**config.mk**
```make
export PLATFORM = sky130hd
export DESIGN_NAME = pmta_top
export DESIGN_NICKNAME = d
export VERILOG_FILES = /design/src/pmta_pkg.sv /design/src/pmta_top.sv
export SDC_FILE = /design/constraint.sdc
export NUM_CORES = 1
export LEC_CHECK = 0
export BUFFER_PORTS_ARGS = -buffer_cell sky130_fd_sc_hd__buf_2
export CAP_MARGIN = 20
export CORE_MARGIN = 2
export CORE_UTILIZATION = 30
export DETAILED_ROUTE_END_ITERATION = 8
export GPL_ROUTABILITY_DRIVEN = 1
export SLEW_MARGIN = 5
export SYNTH_ARGS = -nofsm -noshare
export SYNTH_HDL_FRONTEND = slang
export SYNTH_SLANG_ARGS = --single-unit
```
**constraint.sdc**
```tcl
create_clock -name mclk_in -period 3.71 [get_ports mclk_in]
set_input_delay 0.742 -clock mclk_in [delete_from_list [all_inputs] [get_ports mclk_in]]
set_output_delay 0.742 -clock mclk_in [all_outputs]
set_load 0.01 [all_outputs]
```
**src/pmta_pkg.sv**
```systemverilog
// shared constants and types for the program memory table access unit
package pmta_pkg;

  // register byte addresses on the wishbone slave
  localparam logic [11:0] PMTA_ADR_RESET_CONTROL_FLAGS = 12'hfd0;
  localparam logic [11:0] PMTA_ADR_LATCH = 12'hfe0;
  localparam logic [11:0] PMTA_ADR_PTR_LOW = 12'hfe4;
  localparam logic [11:0] PMTA_ADR_PTR_HIGH = 12'hfe8;
  localparam logic [11:0] PMTA_ADR_PTR_UPPER = 12'hfec;
  localparam logic [11:0] PMTA_ADR_CMD = 12'hff0;
  localparam logic [11:0] PMTA_ADR_STATUS = 12'hff4;

  // reset control register field positions
  localparam int PMTA_RC_INTERRUPT_PRIORITY_ENABLE = 7;
  localparam int PMTA_RC_LONG_WRITE_ENABLE = 6;
  localparam int PMTA_RC_RI = 4;
  localparam int PMTA_RC_TO = 3;
  localparam int PMTA_RC_PD = 2;
  localparam int PMTA_RC_POR = 1;
  localparam int PMTA_RC_BOR = 0;

  // reset control values after power-on
  localparam logic PMTA_RST_INTERRUPT_PRIORITY_ENABLE = 1'b0;
  localparam logic PMTA_RST_LONG_WRITE_ENABLE = 1'b0;
  localparam logic PMTA_RST_RI = 1'b1;
  localparam logic PMTA_RST_TO = 1'b1;
  localparam logic PMTA_RST_PD = 1'b1;
  localparam logic PMTA_RST_POR = 1'b0;
  localparam logic PMTA_RST_BOR = 1'b0;

  // command register fields
  localparam int PMTA_CMD_WRITE = 0;
  localparam int PMTA_CMD_MODE_LO = 1;

  // widths
  localparam int PMTA_PTR_W = 22;
  localparam int PMTA_LOW_W = 21;
  localparam logic [20:0] PMTA_ONE = 21'h1;
  localparam int PMTA_INT_BYTES = 32768;

  // pointer update modes
  typedef enum logic [1:0] {
    PMTA_UPD_NONE = 2'h0,
    PMTA_UPD_POST_INC = 2'h1,
    PMTA_UPD_POST_DEC = 2'h2,
    PMTA_UPD_PRE_INC = 2'h3
  } pmta_upd_t;

  typedef enum logic [2:0] {
    PMTA_S_IDLE = 3'b001,
    PMTA_S_MEM = 3'b010,
    PMTA_S_DONE = 3'b100
  } pmta_state_t;

  // program memory request bundle
  typedef struct packed {
    logic req;
    logic we;
    logic long_wr;
    logic [21:0] addr;
    logic [15:0] wdata;
  } pmta_pm_req_t;

  // reset control bits held in flops
  typedef struct packed {
    logic interrupt_priority_enable;
    logic long_write_enable;
    logic ri;
    logic to;
    logic pd;
    logic por;
    logic bor;
  } pmta_reset_control_flags_t;

endpackage : pmta_pkg

```
**src/pmta_top.sv**
```systemverilog
// table access unit: pointer, latch, reset control and program memory port
//
// Added by the designer: the Wishbone interface to the registers.
`timescale 1ns/10ps

// How it works
// - program memory is 16-bit, data is 8-bit; all traffic passes the latch
// - table accesses are per byte, any byte address, no alignment
// - pointer is upper, high and low byte registers joined into 22 bits
// - low 21 bits address program bytes; top bit selects id/config space
// - automatic pointer steps touch only the low 21 bits
// - four pointer updates: none, post-increment, post-decrement, pre-increment
// - a table read loads the addressed program byte into the latch
// - long-write enable plus programming voltage allows long internal writes
// - long-write enable ignores software clears; only power-on or master clear
// - with long-write enable clear internal writes are off; external unaffected
// - bit 7 enables two interrupt priority levels when set
// - a reset instruction clears bit 4; software sets it again
// - time-out flag set by power-up, watchdog clear, sleep; cleared by time-out
// - power-down flag set by power-up or watchdog clear; cleared by sleep
// - power-on reset clears bit 1; software sets it afterwards
// - brown-out reset clears bit 0; software sets it again
// - with brown-out enabled, bit 0 reads 1 after power-on reset
// - bit 5 reads 0; reset values 0,0,-,1,1,1,0,0
// - even address loads holding byte; odd address starts the long word write
// - with long-write enable clear an internal write is short, memory unchanged
module pmta_top #(
  parameter int INT_MEM_BYTES = pmta_pkg::PMTA_INT_BYTES
) (
  input wire logic mclk_in,
  input wire logic sys_rst_in,
  input wire logic [11:0] wb_adr_in,
  input wire logic [31:0] wb_dat_in,
  input wire logic [3:0] wb_sel_in,
  input wire logic wb_we_in,
  input wire logic wb_cyc_in,
  input wire logic wb_stb_in,
  output logic [31:0] wb_dat_out,
  output logic wb_ack_out,
  input wire logic master_clear_reset_in,
  input wire logic brownout_reset_in,
  input wire logic reset_instruction_in,
  input wire logic watchdog_timeout_in,
  input wire logic watchdog_clear_instruction_in,
  input wire logic sleep_instruction_in,
  input wire logic brownout_enable_config_in,
  input wire logic programming_voltage_in,
  output pmta_pkg::pmta_pm_req_t pm_req_out,
  input wire logic [7:0] pm_rdata_in,
  input wire logic pm_ack_in,
  output logic interrupt_priority_enable_out,
  output logic long_write_enable_out
);
  import pmta_pkg::*;

  // whole module state in one record
  typedef struct packed {
    pmta_state_t st;
    logic ack;
    logic [31:0] dat;
    logic [7:0] latch;
    logic [7:0] ptr_u;
    logic [7:0] ptr_h;
    logic [7:0] ptr_l;
    logic [7:0] hold;
    pmta_reset_control_flags_t rc;
    logic por_pend;
    logic op_rd;
    pmta_upd_t op_upd;
    pmta_pm_req_t pm;
  } pmta_regs_t;

  pmta_regs_t r_q;
  pmta_regs_t r_d;

  logic [21:0] ptr;
  logic [21:0] acc_addr;
  logic [21:0] ptr_inc;
  logic [21:0] ptr_dec;
  logic acc_internal;
  logic bus_req;
  logic [1:0] cmd_mode;
  logic [7:0] reset_control_flags_rd;

  // pointer view and arithmetic on the low 21 bits only
  assign ptr = {r_q.ptr_u[5:0], r_q.ptr_h, r_q.ptr_l};
  assign ptr_inc = {ptr[21], ptr[20:0] + PMTA_ONE};
  assign ptr_dec = {ptr[21], ptr[20:0] - PMTA_ONE};
  assign cmd_mode = wb_dat_in[PMTA_CMD_MODE_LO +: 2];
  assign acc_addr = (pmta_upd_t'(cmd_mode) == PMTA_UPD_PRE_INC) ? ptr_inc : ptr;
  // top bit space is on-chip, so it counts as internal memory
  assign acc_internal = acc_addr[21] ||
                        ({11'h0, acc_addr[20:0]} < 32'(INT_MEM_BYTES));
  assign bus_req = wb_cyc_in && wb_stb_in && !r_q.ack;

  // read view of the reset control register, bit 5 forced low
  always_comb begin
    reset_control_flags_rd = 8'h00;
    reset_control_flags_rd[PMTA_RC_INTERRUPT_PRIORITY_ENABLE] = r_q.rc.interrupt_priority_enable;
    reset_control_flags_rd[PMTA_RC_LONG_WRITE_ENABLE] = r_q.rc.long_write_enable;
    reset_control_flags_rd[PMTA_RC_RI] = r_q.rc.ri;
    reset_control_flags_rd[PMTA_RC_TO] = r_q.rc.to;
    reset_control_flags_rd[PMTA_RC_PD] = r_q.rc.pd;
    reset_control_flags_rd[PMTA_RC_POR] = r_q.rc.por;
    reset_control_flags_rd[PMTA_RC_BOR] = r_q.rc.bor;
  end

  // next state: bus slave, table engine, reset flag events
  always_comb begin
    r_d = r_q;
    r_d.ack = 1'b0;

    // brown-out flag is fixed up one cycle after power-on release
    if (r_q.por_pend) begin
      r_d.por_pend = 1'b0;
      r_d.rc.bor = brownout_enable_config_in;
    end

    unique case (r_q.st)
      PMTA_S_IDLE: begin
        if (bus_req && !wb_we_in) begin
          r_d.ack = 1'b1;
          unique case (wb_adr_in)
            PMTA_ADR_RESET_CONTROL_FLAGS: r_d.dat = {24'h0, reset_control_flags_rd};
            PMTA_ADR_LATCH: r_d.dat = {24'h0, r_q.latch};
            PMTA_ADR_PTR_LOW: r_d.dat = {24'h0, r_q.ptr_l};
            PMTA_ADR_PTR_HIGH: r_d.dat = {24'h0, r_q.ptr_h};
            PMTA_ADR_PTR_UPPER: r_d.dat = {24'h0, 2'h0, r_q.ptr_u[5:0]};
            PMTA_ADR_STATUS: r_d.dat = {30'h0, programming_voltage_in, 1'b0};
            default: r_d.dat = 32'h0;
          endcase
        end else if (bus_req && wb_we_in) begin
          r_d.dat = 32'h0;
          r_d.ack = 1'b1;
          if (wb_sel_in[0]) begin
            unique case (wb_adr_in)
              PMTA_ADR_RESET_CONTROL_FLAGS: begin
                r_d.rc.interrupt_priority_enable = wb_dat_in[PMTA_RC_INTERRUPT_PRIORITY_ENABLE];
                // software may set but never clear the long-write enable
                r_d.rc.long_write_enable = r_q.rc.long_write_enable | wb_dat_in[PMTA_RC_LONG_WRITE_ENABLE];
                r_d.rc.ri = wb_dat_in[PMTA_RC_RI];
                r_d.rc.to = wb_dat_in[PMTA_RC_TO];
                r_d.rc.pd = wb_dat_in[PMTA_RC_PD];
                r_d.rc.por = wb_dat_in[PMTA_RC_POR];
                r_d.rc.bor = wb_dat_in[PMTA_RC_BOR];
              end
              PMTA_ADR_LATCH: r_d.latch = wb_dat_in[7:0];
              PMTA_ADR_PTR_LOW: r_d.ptr_l = wb_dat_in[7:0];
              PMTA_ADR_PTR_HIGH: r_d.ptr_h = wb_dat_in[7:0];
              PMTA_ADR_PTR_UPPER: r_d.ptr_u = {2'h0, wb_dat_in[5:0]};
              PMTA_ADR_CMD: begin
                // table operation: ack waits until the access is finished
                r_d.ack = 1'b0;
                r_d.op_upd = pmta_upd_t'(cmd_mode);
                r_d.op_rd = !wb_dat_in[PMTA_CMD_WRITE];
                // pre-increment lands in the pointer before the access
                if (pmta_upd_t'(cmd_mode) == PMTA_UPD_PRE_INC) begin
                  {r_d.ptr_u[5:0], r_d.ptr_h, r_d.ptr_l} = ptr_inc;
                end
                r_d.pm.addr = acc_addr;
                r_d.pm.long_wr = 1'b0;
                r_d.pm.we = 1'b0;
                r_d.pm.wdata = 16'h0;
                r_d.st = PMTA_S_DONE;
                if (!wb_dat_in[PMTA_CMD_WRITE]) begin
                  r_d.pm.req = 1'b1;
                  r_d.st = PMTA_S_MEM;
                end else if (!acc_internal) begin
                  // external memory takes single bytes, enable bit ignored
                  r_d.pm.req = 1'b1;
                  r_d.pm.we = 1'b1;
                  r_d.pm.wdata = {8'h0, r_q.latch};
                  r_d.st = PMTA_S_MEM;
                end else if (!acc_addr[0]) begin
                  r_d.hold = r_q.latch;
                end else if (r_q.rc.long_write_enable && programming_voltage_in) begin
                  // odd byte: word goes out as latch high, holding byte low
                  r_d.pm.req = 1'b1;
                  r_d.pm.we = 1'b1;
                  r_d.pm.long_wr = 1'b1;
                  r_d.pm.addr = {acc_addr[21:1], 1'b0};
                  r_d.pm.wdata = {r_q.latch, r_q.hold};
                  r_d.st = PMTA_S_MEM;
                end
                // otherwise a short write: memory left untouched
              end
              default: ;
            endcase
          end
        end
      end
      PMTA_S_MEM: begin
        // long write halts here until memory reports the end of programming
        if (pm_ack_in) begin
          r_d.pm.req = 1'b0;
          r_d.pm.we = 1'b0;
          r_d.pm.long_wr = 1'b0;
          if (r_q.op_rd) begin
            r_d.latch = pm_rdata_in;
          end
          r_d.st = PMTA_S_DONE;
        end
      end
      PMTA_S_DONE: begin
        // post updates after the access, top pointer bit kept
        if (r_q.op_upd == PMTA_UPD_POST_INC) begin
          {r_d.ptr_u[5:0], r_d.ptr_h, r_d.ptr_l} = ptr_inc;
        end else if (r_q.op_upd == PMTA_UPD_POST_DEC) begin
          {r_d.ptr_u[5:0], r_d.ptr_h, r_d.ptr_l} = ptr_dec;
        end
        r_d.ack = 1'b1;
        r_d.st = PMTA_S_IDLE;
      end
      default: r_d.st = PMTA_S_IDLE;
    endcase

    // hardware events come last so they beat a software write in the same cycle
    if (watchdog_clear_instruction_in) begin
      r_d.rc.to = 1'b1;
      r_d.rc.pd = 1'b1;
    end
    if (sleep_instruction_in) begin
      r_d.rc.to = 1'b1;
      r_d.rc.pd = 1'b0;
    end
    if (watchdog_timeout_in) begin
      r_d.rc.to = 1'b0;
    end
    if (reset_instruction_in) begin
      r_d.rc.ri = 1'b0;
    end
    if (brownout_reset_in) begin
      r_d.rc.bor = 1'b0;
      r_d.por_pend = 1'b0;
    end
    // master clear drops the enables and aborts any table operation
    if (master_clear_reset_in) begin
      r_d.rc.interrupt_priority_enable = PMTA_RST_INTERRUPT_PRIORITY_ENABLE;
      r_d.rc.long_write_enable = PMTA_RST_LONG_WRITE_ENABLE;
      r_d.st = PMTA_S_IDLE;
      r_d.ack = 1'b0;
      r_d.pm.req = 1'b0;
      r_d.pm.we = 1'b0;
      r_d.pm.long_wr = 1'b0;
    end
  end

  // single state register; async reset is the power-on reset
  always_ff @(posedge mclk_in or posedge sys_rst_in) begin
    if (sys_rst_in) begin
      r_q.st <= PMTA_S_IDLE;
      r_q.ack <= 1'b0;
      r_q.dat <= 32'h0;
      r_q.latch <= 8'h00;
      r_q.ptr_u <= 8'h00;
      r_q.ptr_h <= 8'h00;
      r_q.ptr_l <= 8'h00;
      r_q.hold <= 8'h00;
      r_q.rc.interrupt_priority_enable <= PMTA_RST_INTERRUPT_PRIORITY_ENABLE;
      r_q.rc.long_write_enable <= PMTA_RST_LONG_WRITE_ENABLE;
      r_q.rc.ri <= PMTA_RST_RI;
      r_q.rc.to <= PMTA_RST_TO;
      r_q.rc.pd <= PMTA_RST_PD;
      r_q.rc.por <= PMTA_RST_POR;
      r_q.rc.bor <= PMTA_RST_BOR;
      r_q.por_pend <= 1'b1;
      r_q.op_rd <= 1'b0;
      r_q.op_upd <= PMTA_UPD_NONE;
      r_q.pm <= '0;
    end else begin
      r_q <= r_d;
    end
  end

  // outputs taken straight from the state flops
  assign wb_ack_out = r_q.ack;
  assign wb_dat_out = r_q.dat;
  assign pm_req_out = r_q.pm;
  assign interrupt_priority_enable_out = r_q.rc.interrupt_priority_enable;
  assign long_write_enable_out = r_q.rc.long_write_enable;

endmodule : pmta_top

```
==> impl_metrics.ini <==
[status]
status = complete, no violations

[logic_synthesis]
yosysSeqAreaShare = 0.382
synth.top_cell.area_share = 0.362
synth_edf_count = 0
dominantRegCellSynth = dfrtp_1
yosysMostFrequentCell = nand2_1
yosys_warnings = 0
synth_top_cell_by_area = dfrtp_1
ys_ff_latch = 102
ys_top_cells_by_area = dfrtp_1, buf_4, nand2_1
synth_mux_area_frac = 0.0540
synth-xor-area-share = 0.0301
synth-adder-area-share = 0.00561
synth_cell_types = 69
synth_compound_area_frac = 0.187
netlist_area_sq_um = 6700
synth_cells = 798
synth_common_cells = nand2_1, dfrtp_1, o21ai_0
synth_top_family_by_area = simple AND/OR/NAND/NOR gates
async_flop_share = 1.00
synthSimpleGateAreaFrac = 0.217
postSynthAreaPerCell_sq_um = 8.39

[cts]
ctsRootBufferMaster = clkbuf_16
cts_buffer_depth = 2
cts_tree = done
cts_made_buffers = 9
post_cts_resized = 0
clock_latency_ns = 0.36
htreeDepth = 3
cts_setup_buffers = 0
clk_pin_slew_ns = 0.08
ctsHoldBuffers = 0
clock_sinks = 102

[die]
die-area_sq_um = 23500
die_x_um = 153
num_rows = 54
io_pins = 146
fp.dieH_um = 153
core-area_sq_um = 21900
initial_core_util = 0.306

[route]
finalWirelength_mm = 19.9
avgRoutedWirePerCell_um = 18.0
dr.pass1.iters = 5
m1WireLength_mm = 8.83
ant_nets = 0
vias = 5818
viasPerCell = 5.27
drc = 0
routed.top_layer = met5
drtIter0Drc = 412
wl_met2_mm = 8.94
wl_met3_mm = 1.27

[cells_and_area]
multi_input_area_sq_um = 3410
seqCellArea_sq_um = 2560
nFillCells = 2313
final_layout_size_suffix_gt1_frac = 0.207
nets = 889
area.growth.synth_to_final_pct = 9.36

[grt]
overflow = 0
grt_pass1_wl_mm = 31.1
antenna_found_initial = 5
grt_pass1_vias = 5393
grt_max_degree = 62
grt_use_total = 0.167

[critical_path]
arrival_ns = 3.33
cp-start-kind = register
regToRegSetupSlack_ns = 0.63
worst-setup-path-type = reg -> reg
cp_max_fo = 12
end_kind = register
worstPathRequired_ns = 3.96

[timing]
min_period_ns = 3.08
rsz0062_at_grt = no
finalSetupViolations = 0
finalCritPeriodShare = 0.830
worst_pin_slew_ns = 1.03
drv_slew = 0
hold_viol = 0
tns_ns = 0
fmax_ghz = 0.325
skew_ns = 0.0112
slew_headroom = 0.311

[pwr]
powerDensity_nw_per_um2 = 307
power_mw = 2.25
p_leak_nw = 3.33
peakVddDrop_v = 0.000200

[placed_design]
numPortBuffers = 94
dp.final_hpwl_mm = 14.7
gp_congestion = 0.916

[job]
maxCapViolCount = 0

[worst_hold_path]
hp-class = reg -> reg
## metrics by stage
stage                     hold slack, ns  worst slack [ns]  cells  instance area [sq um]  utilization
final                              0.468             0.629   1105                   7320        0.335
after CTS                          0.471             0.645   1101                   7310        0.334
after floorplan                    0.440             0.301    822                   6790            -
after global routing               0.493             0.427   1104                   7320        0.334
after global placement             0.448             0.625   1085                   7000        0.320
after detailed placement           0.455             0.552   1085                   7000        0.320
## placed cells by master (no fill, tap or decap), drive strengths merged, types with 6 or more instances in the layout
cell type,count
nor3,20
and2,18
buf,116
conb,25
a22o,18
mux2i,20
inv,12
and3,18
dfrtp,97
and4,6
a21oi,40
nor4,7
xnor2,12
nand3,18
clkbuf,9
nand2,126
xor2,11
nor2,41
nand4,12
o21ai,90
mux2,12
o31ai,8
## per-layer routing
metal / GRT usage / vias up
met5: 0 / -
met4: 0.0795 / 2
met3: 0.0335 / 53
met2: 0.260 / 216
met1: 0.224 / 2781
li1: - / 2766
## cell type report
cell class / count / area share
Timing Repair Buffer: 116 / 0.0868
Multi-Input combinational cell: 577 / 0.466
Antenna cell: 4 / 0.00137
Clock buffer: 9 / 0.0308
Tap cell: 280 / 0.0478
Clock inverter: 7 / 0.0121
Inverter: 10 / 0.00547
Sequential cell: 102 / 0.349
## logic make-up (layout without fill, tap and decap cells)
| group | count (synthesis) | in the layout |
|---|---|---|
| AND/OR/NAND/NOR | 293 | 293 |
| AO/OA/AOI/OAI | 200 | 200 |
| buffers and inverters | 143 | 142 |
| flip-flops | 102 | 102 |
| multiplexers | 33 | 33 |
| XOR/XNOR | 23 | 23 |
| adder cells (fa/ha/maj) | 3 | 3 |
| other | 1 | 29 |
## where the power goes
part	total (mW)	internal, mW	switching [mW]
logic	0.132	0.0376	0.0945
registers	1.12	1.12	0.00386
clock network	0.996	0.486	0.510
total	2.25	1.64	0.608
## worst paths after layout
kind | endpoint | start | cells past startpoint
max | r_q[57] | ptr[3] | 8
min | pm_req_out[35] | pm_req_out[35] | 2
max reg2reg | r_q[57] | ptr[3] | 8
min reg2reg | pm_req_out[35] | pm_req_out[35] | 2
max in group asynchronous | r_q[44] | sys_rst_in | 3
min in group asynchronous | pm_req_out[18] | sys_rst_in | 2
## sequential cells by signal (all words and copies together) (netlist names)
name                           flops
pm_req_out                        41
r_q                               28
ptr                               22
wb_dat_out                         8
interrupt_priority_enable_out      1
long_write_enable_out              1
wb_ack_out                         1
## critical path, stage by stage (launching register included)
cell     delay, ns
dfrtp_1       0.60
nand4_1       0.20
nor2_1        0.30
buf_4         0.21
nand3_1       0.08
xor2_1        0.40
a41oi_4       0.18
nor4_4        0.58
mux2_2        0.41
Power figures use the tool's default switching activity.
